## src/rtl/rtcev_params.svh

```systemverilog
// constants for the calendar event block
`ifndef RTCEV_PARAMS_SVH
`define RTCEV_PARAMS_SVH
`define RTCEV_A_STATUS   8'h08
`define RTCEV_A_PWR      8'h09
`define RTCEV_A_ANA_TRIM 8'h0e
`define RTCEV_A_DIG_TRIM 8'h0f
`define RTCEV_A_ALARM0   8'h10
`define RTCEV_A_ALARM5   8'h15
`define RTCEV_A_V2B0     8'h16
`define RTCEV_A_V2B4     8'h1a
`define RTCEV_A_B2V0     8'h1b
`define RTCEV_A_B2V4     8'h1f
`define RTCEV_A_DST0     8'h20
`define RTCEV_A_DST7     8'h27
`define RTCEV_BIT_MSB    7
`define RTCEV_BIT_FLAG   0
`define RTCEV_BIT_MODE   6
`define RTCEV_BIT_STCLR  0
`define RTCEV_HR_PM      5
`define RTCEV_DST_MO_F   8'h04
`define RTCEV_DST_DW_F   8'h80
`define RTCEV_DST_DT_F   8'h01
`define RTCEV_DST_HR_F   8'h02
`define RTCEV_DST_MO_R   8'h10
`define RTCEV_DST_DW_R   8'h80
`define RTCEV_DST_DT_R   8'h01
`define RTCEV_DST_HR_R   8'h02
`define RTCEV_HR_ONE     8'h01
`define RTCEV_HR_TWELVE  8'h12
`define RTCEV_HR_NINE    8'h09
`define RTCEV_HR_NINETN  8'h19
`define RTCEV_HR_TWTY3   8'h23
`define RTCEV_HR_ZERO    8'h00
`define RTCEV_ZERO8      8'h00
`define RTCEV_PPM_STEP   9'sh020
`define RTCEV_PPM_SIX    9'sh0c4
`define RTCEV_PPM_NEG    9'sh1e0
`define RTCEV_CODE_SIX   3'h6
`define RTCEV_CODE_NEG   3'h7
`endif

```

## src/rtl/rtcev_pkg.sv

```systemverilog
// types for the calendar event block
package rtcev_pkg;
  typedef struct packed {
    logic [7:0] sec;
    logic [7:0] min;
    logic [7:0] hour;
    logic [7:0] date;
    logic [7:0] month;
    logic [7:0] wday;
  } rtcev_cal_t;
  typedef struct packed {
    logic [7:0] sec;
    logic [7:0] min;
    logic [7:0] hour;
    logic [7:0] date;
    logic [7:0] month;
  } rtcev_stamp_t;
  typedef struct packed {
    logic       wr;
    logic       rd;
    logic [7:0] addr;
    logic [7:0] wdata;
  } rtcev_req_t;
  typedef enum logic [1:0] {
    RTCEV_DST_OFF  = 2'b00,
    RTCEV_DST_WAIT = 2'b01,
    RTCEV_DST_ON   = 2'b10
  } rtcev_dst_t;
endpackage
```

## src/rtl/rtcev_core.sv

```systemverilog
// alarm, time stamp, trim readback and daylight-saving control
`timescale 1ns/10ps
`include "rtcev_params.svh"
module rtcev_core
  import rtcev_pkg::*;
(
  input  wire logic         core_clk_i,
  input  wire logic         auto_clear_on_read_n_i,
  input  wire rtcev_req_t   req_i,
  output logic [7:0]        rdata_o,
  input  wire logic         tick_i,
  input  wire rtcev_cal_t   cal_i,
  input  wire logic         on_battery_i,
  input  wire logic [5:0]   fin_analog_trim_i,
  input  wire logic [2:0]   fin_digital_trim_i,
  input  wire logic         auto_clear_on_read_i,
  input  wire logic         freq_out_en_i,
  output logic              irq_n_o,
  output logic              hour_load_o,
  output logic [7:0]        hour_value_o,
  output logic signed [8:0] trim_ppm_o
);
  logic [7:0]   alarm_reg [0:5];
  logic [7:0]   dst_reg   [0:7];
  logic         alarm_flag;
  logic         interrupt_mode_bit;
  rtcev_stamp_t supply_to_battery_stamp;
  rtcev_stamp_t battery_to_supply_stamp;
  logic         batt_meta;
  logic         batt_sync;
  logic         batt_prev;
  logic         tick_meta;
  logic         tick_sync;
  logic         tick_prev;
  rtcev_dst_t   dst_state;
  logic [7:0]   cal_byte [0:5];
  logic [5:0]   field_hit;
  logic         alarm_match;
  logic         tick_evt;
  logic         v2b_evt;
  logic         b2v_evt;
  logic         stamp_clr;
  logic         wr_alarm_flag;
  logic         next_pulse;
  logic         pulse_q;
  logic         dst_fwd_hit;
  logic         dst_rev_hit;

  function automatic logic day_hit(input logic [7:0] dw, input logic [7:0] dt,
                                   input rtcev_cal_t c);
    // weekday priority picks by day of week, else by date
    day_hit = dw[`RTCEV_BIT_MSB] ? (c.wday[2:0] == dw[2:0])
                                 : (c.date == {2'b00, dt[5:0]});
  endfunction

  assign cal_byte = '{cal_i.sec, cal_i.min, cal_i.hour,
                      cal_i.date, cal_i.month, cal_i.wday};

  // bit 7 enables the field; the remaining bits compare like the calendar byte
  genvar gi;
  generate
    for (gi = 0; gi < 6; gi++) begin : g_cmp
      assign field_hit[gi] = !alarm_reg[gi][`RTCEV_BIT_MSB] ||
        (alarm_reg[gi][6:0] == cal_byte[gi][6:0]);
    end
  endgenerate

  // nothing enabled never fires
  assign alarm_match = (&field_hit) &&
    (|{alarm_reg[0][7], alarm_reg[1][7], alarm_reg[2][7],
       alarm_reg[3][7], alarm_reg[4][7], alarm_reg[5][7]});

  // the battery pin and the tick come from outside, so they are synchronised first
  always_ff @(posedge core_clk_i or negedge auto_clear_on_read_n_i) begin
    if (!auto_clear_on_read_n_i) begin
      batt_meta <= 1'b0;
      batt_sync <= 1'b0;
      batt_prev <= 1'b0;
      tick_meta <= 1'b0;
      tick_sync <= 1'b0;
      tick_prev <= 1'b0;
    end else begin
      batt_meta <= on_battery_i;
      batt_sync <= batt_meta;
      batt_prev <= batt_sync;
      tick_meta <= tick_i;
      tick_sync <= tick_meta;
      tick_prev <= tick_sync;
    end
  end

  assign tick_evt  = tick_sync && !tick_prev;
  assign v2b_evt   = batt_sync && !batt_prev;
  assign b2v_evt   = !batt_sync && batt_prev;
  assign stamp_clr = req_i.wr && (req_i.addr == `RTCEV_A_PWR) &&
                     req_i.wdata[`RTCEV_BIT_STCLR];
  assign wr_alarm_flag = req_i.wr && (req_i.addr == `RTCEV_A_STATUS);

  // alarm and mode registers
  always_ff @(posedge core_clk_i or negedge auto_clear_on_read_n_i) begin
    if (!auto_clear_on_read_n_i) begin
      for (int i = 0; i < 6; i++) begin
        alarm_reg[i] <= `RTCEV_ZERO8;
      end
      interrupt_mode_bit <= 1'b0;
    end else if (req_i.wr) begin
      for (int i = 0; i < 6; i++) begin
        if (req_i.addr == `RTCEV_A_ALARM0 + 8'(i)) begin
          alarm_reg[i] <= req_i.wdata;
        end
      end
      if (req_i.addr == `RTCEV_A_PWR) begin
        interrupt_mode_bit <= req_i.wdata[`RTCEV_BIT_MODE];
      end
    end
  end

  // the flag: a match in the same cycle as a clear wins
  always_ff @(posedge core_clk_i or negedge auto_clear_on_read_n_i) begin
    if (!auto_clear_on_read_n_i) begin
      alarm_flag <= 1'b0;
    end else if (tick_evt && alarm_match) begin
      alarm_flag <= 1'b1;
    end else if (wr_alarm_flag && !req_i.wdata[`RTCEV_BIT_FLAG]) begin
      alarm_flag <= 1'b0;
    end else if (req_i.rd && (req_i.addr == `RTCEV_A_STATUS) && auto_clear_on_read_i) begin
      alarm_flag <= 1'b0;
    end
  end

  // pulsed mode gives one clock low per match and ignores the flag
  assign next_pulse = tick_evt && alarm_match && interrupt_mode_bit;

  always_ff @(posedge core_clk_i or negedge auto_clear_on_read_n_i) begin
    if (!auto_clear_on_read_n_i) begin
      pulse_q <= 1'b0;
      irq_n_o <= 1'b1;
    end else begin
      pulse_q <= next_pulse;
      if (freq_out_en_i) begin
        irq_n_o <= 1'b1;
      end else if (interrupt_mode_bit) begin
        irq_n_o <= !next_pulse;
      end else begin
        irq_n_o <= !((tick_evt && alarm_match) || alarm_flag);
      end
    end
  end

  // time stamps; a clear loses to a capture in the same cycle
  always_ff @(posedge core_clk_i or negedge auto_clear_on_read_n_i) begin
    if (!auto_clear_on_read_n_i) begin
      supply_to_battery_stamp <= '0;
      battery_to_supply_stamp <= '0;
    end else begin
      if (v2b_evt && ((supply_to_battery_stamp == '0) || stamp_clr)) begin
        supply_to_battery_stamp <= {cal_i.sec, cal_i.min, cal_i.hour,
                                    cal_i.date, cal_i.month};
      end else if (stamp_clr) begin
        supply_to_battery_stamp <= '0;
      end
      if (b2v_evt) begin
        battery_to_supply_stamp <= {cal_i.sec, cal_i.min, cal_i.hour,
                                    cal_i.date, cal_i.month};
      end else if (stamp_clr) begin
        battery_to_supply_stamp <= '0;
      end
    end
  end

  // daylight control bytes
  always_ff @(posedge core_clk_i or negedge auto_clear_on_read_n_i) begin
    if (!auto_clear_on_read_n_i) begin
      dst_reg[0] <= `RTCEV_DST_MO_F;
      dst_reg[1] <= `RTCEV_DST_DW_F;
      dst_reg[2] <= `RTCEV_DST_DT_F;
      dst_reg[3] <= `RTCEV_DST_HR_F;
      dst_reg[4] <= `RTCEV_DST_MO_R;
      dst_reg[5] <= `RTCEV_DST_DW_R;
      dst_reg[6] <= `RTCEV_DST_DT_R;
      dst_reg[7] <= `RTCEV_DST_HR_R;
    end else if (req_i.wr) begin
      for (int i = 0; i < 8; i++) begin
        if (req_i.addr == `RTCEV_A_DST0 + 8'(i)) begin
          dst_reg[i] <= req_i.wdata;
        end
      end
    end
  end

  // start and end points; the hour compare includes the format bit, so a
  // mismatched format never fires
  assign dst_fwd_hit = dst_reg[0][`RTCEV_BIT_MSB] &&
    (cal_i.month == {3'b000, dst_reg[0][4:0]}) &&
    day_hit(dst_reg[1], dst_reg[2], cal_i) &&
    (cal_i.hour == dst_reg[3]) && (cal_i.min == `RTCEV_ZERO8) &&
    (cal_i.sec == `RTCEV_ZERO8);
  assign dst_rev_hit = dst_reg[0][`RTCEV_BIT_MSB] &&
    (cal_i.month == {3'b000, dst_reg[4][4:0]}) &&
    day_hit(dst_reg[5], dst_reg[6], cal_i) &&
    (cal_i.hour == dst_reg[7]) && (cal_i.min == `RTCEV_ZERO8) &&
    (cal_i.sec == `RTCEV_ZERO8);

  function automatic logic [7:0] hour_step(input logic [7:0] h, input logic up);
    logic [7:0] r;
    r = h;
    if (!h[`RTCEV_BIT_MSB]) begin
      // twelve-hour BCD keeps the format and pm bits
      if (up) begin
        r[4:0] = (h[4:0] == 5'(`RTCEV_HR_TWELVE)) ? 5'(`RTCEV_HR_ONE) :
                 (h[4:0] == 5'(`RTCEV_HR_NINE)) ? 5'h10 : h[4:0] + 5'h01;
      end else begin
        r[4:0] = (h[4:0] == 5'(`RTCEV_HR_ONE)) ? 5'(`RTCEV_HR_TWELVE) :
                 (h[4:0] == 5'h10) ? 5'(`RTCEV_HR_NINE) : h[4:0] - 5'h01;
      end
    end else begin
      if (up) begin
        r[5:0] = (h[5:0] == 6'(`RTCEV_HR_TWTY3)) ? 6'(`RTCEV_HR_ZERO) :
                 (h[3:0] == 4'h9) ? {h[5:4] + 2'h1, 4'h0} : h[5:0] + 6'h01;
      end else begin
        r[5:0] = (h[5:0] == 6'(`RTCEV_HR_ZERO)) ? 6'(`RTCEV_HR_TWTY3) :
                 (h[3:0] == 4'h0) ? {h[5:4] - 2'h1, 4'h9} : h[5:0] - 6'h01;
      end
    end
    hour_step = r;
  endfunction

  // the wait state blocks a second set-back when the repeated hour comes round
  always_ff @(posedge core_clk_i or negedge auto_clear_on_read_n_i) begin
    if (!auto_clear_on_read_n_i) begin
      dst_state    <= RTCEV_DST_OFF;
      hour_load_o  <= 1'b0;
      hour_value_o <= `RTCEV_ZERO8;
    end else begin
      hour_load_o <= 1'b0;
      unique case (dst_state)
        RTCEV_DST_OFF: begin
          if (tick_evt && dst_fwd_hit) begin
            hour_load_o  <= 1'b1;
            hour_value_o <= hour_step(cal_i.hour, 1'b1);
            dst_state    <= RTCEV_DST_ON;
          end
        end
        RTCEV_DST_ON: begin
          if (tick_evt && dst_rev_hit) begin
            hour_load_o  <= 1'b1;
            hour_value_o <= hour_step(cal_i.hour, 1'b0);
            dst_state    <= RTCEV_DST_WAIT;
          end
        end
        RTCEV_DST_WAIT: begin
          if (tick_evt && (cal_i.hour == dst_reg[7]) && !dst_rev_hit) begin
            dst_state <= RTCEV_DST_OFF;
          end
        end
        default: dst_state <= RTCEV_DST_OFF;
      endcase
    end
  end

  // signed ppm value of the digital trim code
  always_ff @(posedge core_clk_i or negedge auto_clear_on_read_n_i) begin
    if (!auto_clear_on_read_n_i) begin
      trim_ppm_o <= 9'sh000;
    end else if (fin_digital_trim_i == `RTCEV_CODE_NEG) begin
      trim_ppm_o <= `RTCEV_PPM_NEG;
    end else if (fin_digital_trim_i == `RTCEV_CODE_SIX) begin
      trim_ppm_o <= `RTCEV_PPM_SIX;
    end else begin
      trim_ppm_o <= 9'(`RTCEV_PPM_STEP * $signed({6'h00, fin_digital_trim_i}));
    end
  end

  // read port; trim bytes have no write path at all
  always_ff @(posedge core_clk_i or negedge auto_clear_on_read_n_i) begin
    if (!auto_clear_on_read_n_i) begin
      rdata_o <= `RTCEV_ZERO8;
    end else if (req_i.rd) begin
      rdata_o <= `RTCEV_ZERO8;
      if (req_i.addr == `RTCEV_A_ANA_TRIM) begin
        rdata_o <= {2'b00, fin_analog_trim_i};
      end
      if (req_i.addr == `RTCEV_A_DIG_TRIM) begin
        rdata_o <= {5'h00, fin_digital_trim_i};
      end
      if (req_i.addr == `RTCEV_A_STATUS) begin
        rdata_o <= {7'h00, alarm_flag};
      end
      if (req_i.addr == `RTCEV_A_PWR) begin
        rdata_o <= {1'b0, interrupt_mode_bit, 6'h00};
      end
      for (int i = 0; i < 6; i++) begin
        if (req_i.addr == `RTCEV_A_ALARM0 + 8'(i)) begin
          rdata_o <= alarm_reg[i];
        end
      end
      for (int i = 0; i < 5; i++) begin
        if (req_i.addr == `RTCEV_A_V2B0 + 8'(i)) begin
          rdata_o <= supply_to_battery_stamp[39 - 8 * i -: 8];
        end
        if (req_i.addr == `RTCEV_A_B2V0 + 8'(i)) begin
          rdata_o <= battery_to_supply_stamp[39 - 8 * i -: 8];
        end
      end
      for (int i = 0; i < 8; i++) begin
        if (req_i.addr == `RTCEV_A_DST0 + 8'(i)) begin
          rdata_o <= dst_reg[i];
        end
      end
    end
  end

  property p_single_hold;
    @(posedge core_clk_i) disable iff (!auto_clear_on_read_n_i)
      (alarm_flag && !interrupt_mode_bit && !freq_out_en_i) |=> !irq_n_o;
  endproperty
  a_single_hold: assert property (p_single_hold) else $error("irq not low");

  property p_pulse_one;
    @(posedge core_clk_i) disable iff (!auto_clear_on_read_n_i)
      (next_pulse && !freq_out_en_i) |=> !irq_n_o ##1 (irq_n_o || pulse_q);
  endproperty
  a_pulse_one: assert property (p_pulse_one) else $error("pulse wrong");

  property p_flag_set;
    @(posedge core_clk_i) disable iff (!auto_clear_on_read_n_i)
      (tick_evt && alarm_match) |=> alarm_flag;
  endproperty
  a_flag_set: assert property (p_flag_set) else $error("flag not set");

  property p_flag_clr;
    @(posedge core_clk_i) disable iff (!auto_clear_on_read_n_i)
      (wr_alarm_flag && !req_i.wdata[0] && !(tick_evt && alarm_match)) |=> !alarm_flag;
  endproperty
  a_flag_clr: assert property (p_flag_clr) else $error("flag not cleared");

  property p_v2b_first;
    @(posedge core_clk_i) disable iff (!auto_clear_on_read_n_i)
      (supply_to_battery_stamp != '0) && !stamp_clr |=> $stable(supply_to_battery_stamp);
  endproperty
  a_v2b_first: assert property (p_v2b_first) else $error("stamp overwritten");

  property p_clear;
    @(posedge core_clk_i) disable iff (!auto_clear_on_read_n_i)
      (stamp_clr && !b2v_evt && !v2b_evt) |=> (battery_to_supply_stamp == '0);
  endproperty
  a_clear: assert property (p_clear) else $error("stamp not cleared");

  property p_fwd;
    @(posedge core_clk_i) disable iff (!auto_clear_on_read_n_i)
      (dst_state == RTCEV_DST_OFF && tick_evt && dst_fwd_hit) |=>
        hour_load_o ##1 !hour_load_o;
  endproperty
  a_fwd: assert property (p_fwd) else $error("no forward jump");

  property p_trim;
    @(posedge core_clk_i) disable iff (!auto_clear_on_read_n_i)
      (fin_digital_trim_i == 3'h7) |=> (trim_ppm_o == `RTCEV_PPM_NEG);
  endproperty
  a_trim: assert property (p_trim) else $error("trim ppm wrong");

  c_alarm: cover property (@(posedge core_clk_i) disable iff (!auto_clear_on_read_n_i)
    tick_evt && alarm_match);
  c_v2b: cover property (@(posedge core_clk_i) disable iff (!auto_clear_on_read_n_i) v2b_evt);
  c_rev: cover property (@(posedge core_clk_i) disable iff (!auto_clear_on_read_n_i)
    dst_state == RTCEV_DST_ON ##1 dst_state == RTCEV_DST_WAIT);
endmodule

```

## config.mk

```make
export PLATFORM = sky130hd
export DESIGN_NAME = rtcev_core
export DESIGN_NICKNAME = d
export VERILOG_FILES = /design/src/rtl/rtcev_pkg.sv /design/src/rtl/rtcev_core.sv
export VERILOG_INCLUDE_DIRS = /design/src /design/src/rtl
export SDC_FILE = /design/constraint.sdc
export NUM_CORES = 1
export LEC_CHECK = 0
export BUFFER_PORTS_ARGS = -buffer_cell sky130_fd_sc_hd__buf_2
export CORE_UTILIZATION = 55
export DETAILED_ROUTE_END_ITERATION = 6
export PLACE_DENSITY = 0.77
export SYNTH_ARGS = -nofsm -noshare
export SYNTH_HDL_FRONTEND = slang
export SYNTH_SLANG_ARGS = --single-unit
```

## constraint.sdc

```tcl
create_clock -name core_clk_i -period 2.6 [get_ports core_clk_i]
set_input_delay 0.65 -clock core_clk_i [delete_from_list [all_inputs] [get_ports core_clk_i]]
set_output_delay 0.65 -clock core_clk_i [all_outputs]
set_load 0.01 [all_outputs]
```

== Yosys cells after proc, flatten, opt, wreduce, memory -nomap -nowiden ==
Index checks and enable logic that the tools add are counted.
Operators by class
  add/sub/neg operators: 6
  multiply operators: 0
  divide/modulo/power cells: 0
  magnitude comparators: 0
  equal/unequal tests: 55
  shift operators: 0
  multiplexer cells: 62
  bitwise logic cells: 0
  reduce and logical (&&, ||, !) cells: 77
Operators with widths (count)
  two-way mux 8 bit: 30
  equality test 8 x 5 -> 1 bit (second input constant): 16
  two-way mux 40 bit: 3
  equality test 8 x 6 -> 1 bit (second input constant): 8
  equality test 7 bit: 6
  logical NOT 40 bit: 1
  equality test 8 x 4 -> 1 bit (second input constant): 4
  two-way mux 5 bit: 6
  two-way mux 6 bit: 5
  AND reduction 2 bit: 15
  logical AND 1 bit: 27
  equality test 8 x 5 -> 1 bit: 2
  equality test 8 x 6 -> 1 bit: 2
  equality test 8 bit: 2
  logical NOT 8 bit: 2
  one-hot mux 8 bit (2 select lines): 1
  logical NOT 1 bit: 13
  two-way mux 1 bit: 11
  equality test 5 bit (second input constant): 2
  two-way mux 9 bit: 1
  logical OR 1 bit: 8
  adder 6 x 1 -> 6 bit (second input constant): 1
  equality test 3 bit: 2
  equality test 3 bit (second input constant): 2
  other kinds (23): 30
Storage, ports and cells
  register bits after elaboration: 229
  bits in latches: 0
  memory bits (writable): 0
  ROM bits: 0
  input port bits: 81
  output and inout port bits: 27
  word-level logic and storage cells: 238
  memories: 0

== Longest topological paths before layout ==
  word-level depth: 29
  gate-level depth with buffers: 11
  gate-level depth less buffers: 8

== Worst setup path after synthesis ==
No wires, ideal clock.
  kind: in2reg
  start point: input cal_i[14] (netlist name)
  end point: register hour_value_o[0]
  setup time: 0.125 ns
  arrival: 2.859 ns
  slack: -0.383 ns
  cell stages on the path: 6
  buffers on the path: 0
  path through: or4b_1 > or4_1 > nor3_1 > nand4_1 > o31ai_4 > mux2_2
Between the ends
  word-level cells in the longest chain between the ends: 9
  elaborated cells on any way between the ends: 17
Ends and longest elaborated chain
  from (decl): line rtcev_core.sv:12  | input wire rtcev_cal_t cal_i,
  equality test 8 x 5 -> 1 bit (on tied branches): line rtcev_core.sv:199, rtcev_core.sv:194
  logical AND 1 bit (on tied branches) (5 in series): line rtcev_core.sv:198, rtcev_core.sv:193
  logical AND 1 bit (on tied branches): line rtcev_core.sv:245, rtcev_core.sv:238
  != test 2 bit (no source line)
  AND reduction 3 bit (no source line) (*)
  to (signal assigned): line rtcev_core.sv:233  | hour_value_o <= `RTCEV_ZERO8;
  to (signal assigned): line rtcev_core.sv:240  | hour_value_o <= hour_step(cal_i.hour, 1'b1);
  to (signal assigned): line rtcev_core.sv:247  | hour_value_o <= hour_step(cal_i.hour, 1'b0);
  to (decl): line rtcev_core.sv:20  | output logic [7:0] hour_value_o,
Every way passes the cells marked *; elsewhere a longest branch is shown, timed or not.
A chain may end at the register's enable or synchronous reset.

== Worst setup path in the final report ==
  start point: register dst_reg[63] (netlist name)
  end point: register hour_value_o[2]
Between the ends
  word-level cells in the longest chain between the ends: 8
  elaborated cells on any way between the ends: 15
Ends and longest elaborated chain
  from (decl): line rtcev_core.sv:24  | logic [7:0] dst_reg [0:7];
  from (signal, indexed assignment): line rtcev_core.sv:185  | dst_reg[i] <= req_i.wdata;
  logical AND 1 bit (on tied branches) (5 in series): line rtcev_core.sv:198, rtcev_core.sv:193
  logical AND 1 bit (on tied branches): line rtcev_core.sv:245, rtcev_core.sv:238
  != test 2 bit (no source line)
  AND reduction 3 bit (no source line) (*)
Marked as above.

==> run summary <==
Worst-Margin Slew -> 0.695 ns
residual DRC count -> 0
Cell Area, Placed -> 15200 sq um
final setup vio count -> 0
n_diodes -> 0
GR Util met1 -> 0.606
number of flip-flops in the largest register -> 64
final instance area -> 16100 sq um
drt initial violations -> 1533
wirelength, routed -> 49800 microns
Mapped Area -> 12800 sq um
fillcell total -> 1745
fin crit share -> 0.986
Die W -> 155 microns
CTS sink count -> 225
Tmin final -> 2.56 ns
CTS tree -> done
synth-to-layout area growth -> 25.8%
FF-to-FF path depth -> 7
Data required, critical path -> 3.01 ns
Crit Path Max Fanout -> 8
# rows -> 55
leakage -> 7.53 nW
via count -> 12.4k
ys async rst share -> 1.00
sequential cell area -> 5640 sq um
first-pass GRT wire length -> 75500 microns
Clock Tree Buf Depth -> 3
Final Max Slew Viols -> 0
worst setup margin -> 0.0352 ns
Die Area -> 23900 sq um
Yosys reg bits -> 225
CP Class -> reg2reg
Unique masters post-synth -> 71
Gate Count Post-Synth -> 1307
area of the multi-input gates -> 6740 sq um
Setup crit start kind -> flop
status -> complete, no violations
RSZ-0062 raised after global routing -> false
GPL Wtd Cong -> 1.01
Util after Layout -> 0.710
Reg2Reg Setup Slack -> 0.04 ns
vias per cell -> 6.72
die height -> 155 microns
initial antenna violation count -> 2
sequential-to-total area share from yosys stat -> 0.440
CTS H-tree lvls -> 1
power per cell area -> 573 nW/um^2
share of layout cells above drive strength 1 -> 0.343
Max IR drop VDD -> 0.870 mV
commonest non-fill, non-tap cell in the layout -> dfrtp_1
latest clock arrival within the worst-skew pair -> 0.53 ns
Num CTS Buffers -> 25
Detail Placement HPWL -> 37500 microns
Worst R2R Start -> dst_reg[63]
gr busiest metal -> met2
core area -> 22700 sq um
Yosys warnings -> 0
Worst-path clk slew -> 0.06 ns
total grt overflow -> 0
ys flop type -> dfrtp_1
commonest cells after routing, fill and taps aside -> dfrtp_1 (216), buf_4 (213), mux2_2 (127)
CTS root buffer -> clkbuf_16
pre-CTS worst setup slack -> -0.506 ns
DRT antenna net count -> 0
R2R Path End -> hour_value_o[2]
vias in the first global route -> 12.0k
worst hold path type -> in2async
Syn Area/Cell -> 9.80 sq um
Final Hold Vio Count -> 0
fin nets -> 1637
initial core utilization -> 0.564
WHS -> 0.0407 ns
Worst EP arrival -> 2.97 ns
number of synthesized flops with an enable pin -> 0
Layout Skew -> 0.0160 ns
met2 GRT Util -> 0.629
# port buffers -> 102
Max-Slew Margin vs Limit -> 0.537
largest net degree at the start of global routing -> 59
overall fraction of global-route tracks in use -> 0.425
I/O pin cnt -> 108
CP endpoint kind -> flop
max_cap viols -> 0
wire per inst -> 26.9 microns
Achievable Freq -> 390 MHz
Initial DRT Pass Iterations -> 5
met3 GRT Util -> 0.103
timing repair:
action | in CTS | in global routing
endpoints found under the setup margin | 0 | 7
hold buffers | 0 | 0
resized for setup | 0 | 1
setup buffers | 0 | 1
report_power, final:
part           internal (mW)  total, mW  switching [mW]
combinational          0.570       1.34           0.769
clock                   2.44       3.95            1.51
sequential              3.72       3.94           0.219
worst max-delay path: stages, from the launching register on:
cell and delay, ns:
dfrtp_1 0.36, or4b_4 0.52, or4_4 0.44, nor3_2 0.13, nand4_1 0.19, o31ai_4 0.34
buf_12 0.18, mux2_4 0.30
per-stage QoR:
| step | power [mW] | setup TNS [ns] | std cells |
|---|---|---|---|
| 2_1_floorplan | 4.56 | -2.21 | 1310 |
| 3_3_place_gp | 5.26 | -11.28 | 1806 |
| 3_5_place_dp | 5.29 | -15.96 | 1806 |
| 4_1_cts | 9.19 | 0 | 1851 |
| 5_1_grt | 9.47 | 0 | 1852 |
| 6_report | 9.24 | 0 | 1852 |
layout make-up:
cell class,instances,area share
clock inverter,16,0.0151
multi-input combinational,950,0.418
inverter,19,0.00443
timing repair buffer,328,0.149
tap,285,0.0221
sequential,225,0.350
clock buffer,29,0.0416
cells by family (layout without fill, tap and decap cells):
kind of cell,after synthesis,in the layout,synth area share
multiplexers,151,151,0.133
XOR/XNOR,87,87,0.0595
flip-flops,225,225,0.440
other,1,4,0.000293
AO/OA/AOI/OAI,306,306,0.166
adder cells (fa/ha/maj),7,7,0.00684
AND/OR/NAND/NOR,395,395,0.153
buffers and inverters,135,392,0.0407
synthesized netlist by cell type, drive strengths merged (6+ instances only):
cell | n | area share
dfrtp | 216 | 0.42
mux2 | 134 | 0.12
nand2 | 124 | 0.036
clkbuf | 98 | 0.029
nand3 | 66 | 0.026
o21ai | 60 | 0.023
nor2 | 56 | 0.016
a21oi | 51 | 0.020
xnor2 | 46 | 0.031
a22o | 41 | 0.028
xor2 | 41 | 0.028
o22ai | 32 | 0.016
nor4 | 25 | 0.012
nor3 | 24 | 0.0094
nand4 | 23 | 0.011
inv | 19 | 0.0056
a31oi | 18 | 0.0088
buf | 18 | 0.0064
mux2i | 15 | 0.012
and3 | 12 | 0.0059
nand2b | 11 | 0.0054
nor2b | 11 | 0.0054
o31ai | 11 | 0.0075
o211ai | 10 | 0.0059
dfstp | 9 | 0.018
or3 | 9 | 0.0044
o32ai | 8 | 0.0055
a211oi | 7 | 0.0041
a22oi | 7 | 0.0041
a2bb2oi | 7 | 0.0048
ha | 7 | 0.0068
or4 | 7 | 0.0041
a221oi | 6 | 0.0041
and2 | 6 | 0.0029
routing by layer:
| layer | vias to the layer above | share of wire |
|---|---|---|
| li1 | 5308 | - |
| met1 | 6159 | 0.42 |
| met2 | 827 | 0.43 |
| met3 | 151 | 0.11 |
| met4 | 4 | 0.042 |
| met5 | - | 0.00048 |
how the worst max path moves through the flow:
| stage | start | to | slack, ns | cells past startpoint |
|---|---|---|---|---|
| final | dst_reg[63] | hour_value_o[2] | 0.04 | 7 |
| after global placement | cal_i[32] | hour_value_o[7] | -0.45 | 8 |
| after global routing | cal_i[32] | hour_value_o[2] | 0.008 | 8 |
| after CTS | dst_reg[63] | hour_value_o[2] | 0.002 | 7 |
| after floorplan | cal_i[14] | hour_value_o[0] | -0.30 | 6 |
| after detailed placement | cal_i[32] | hour_value_o[1] | -0.51 | 8 |
Power figures use the tool's default switching activity.
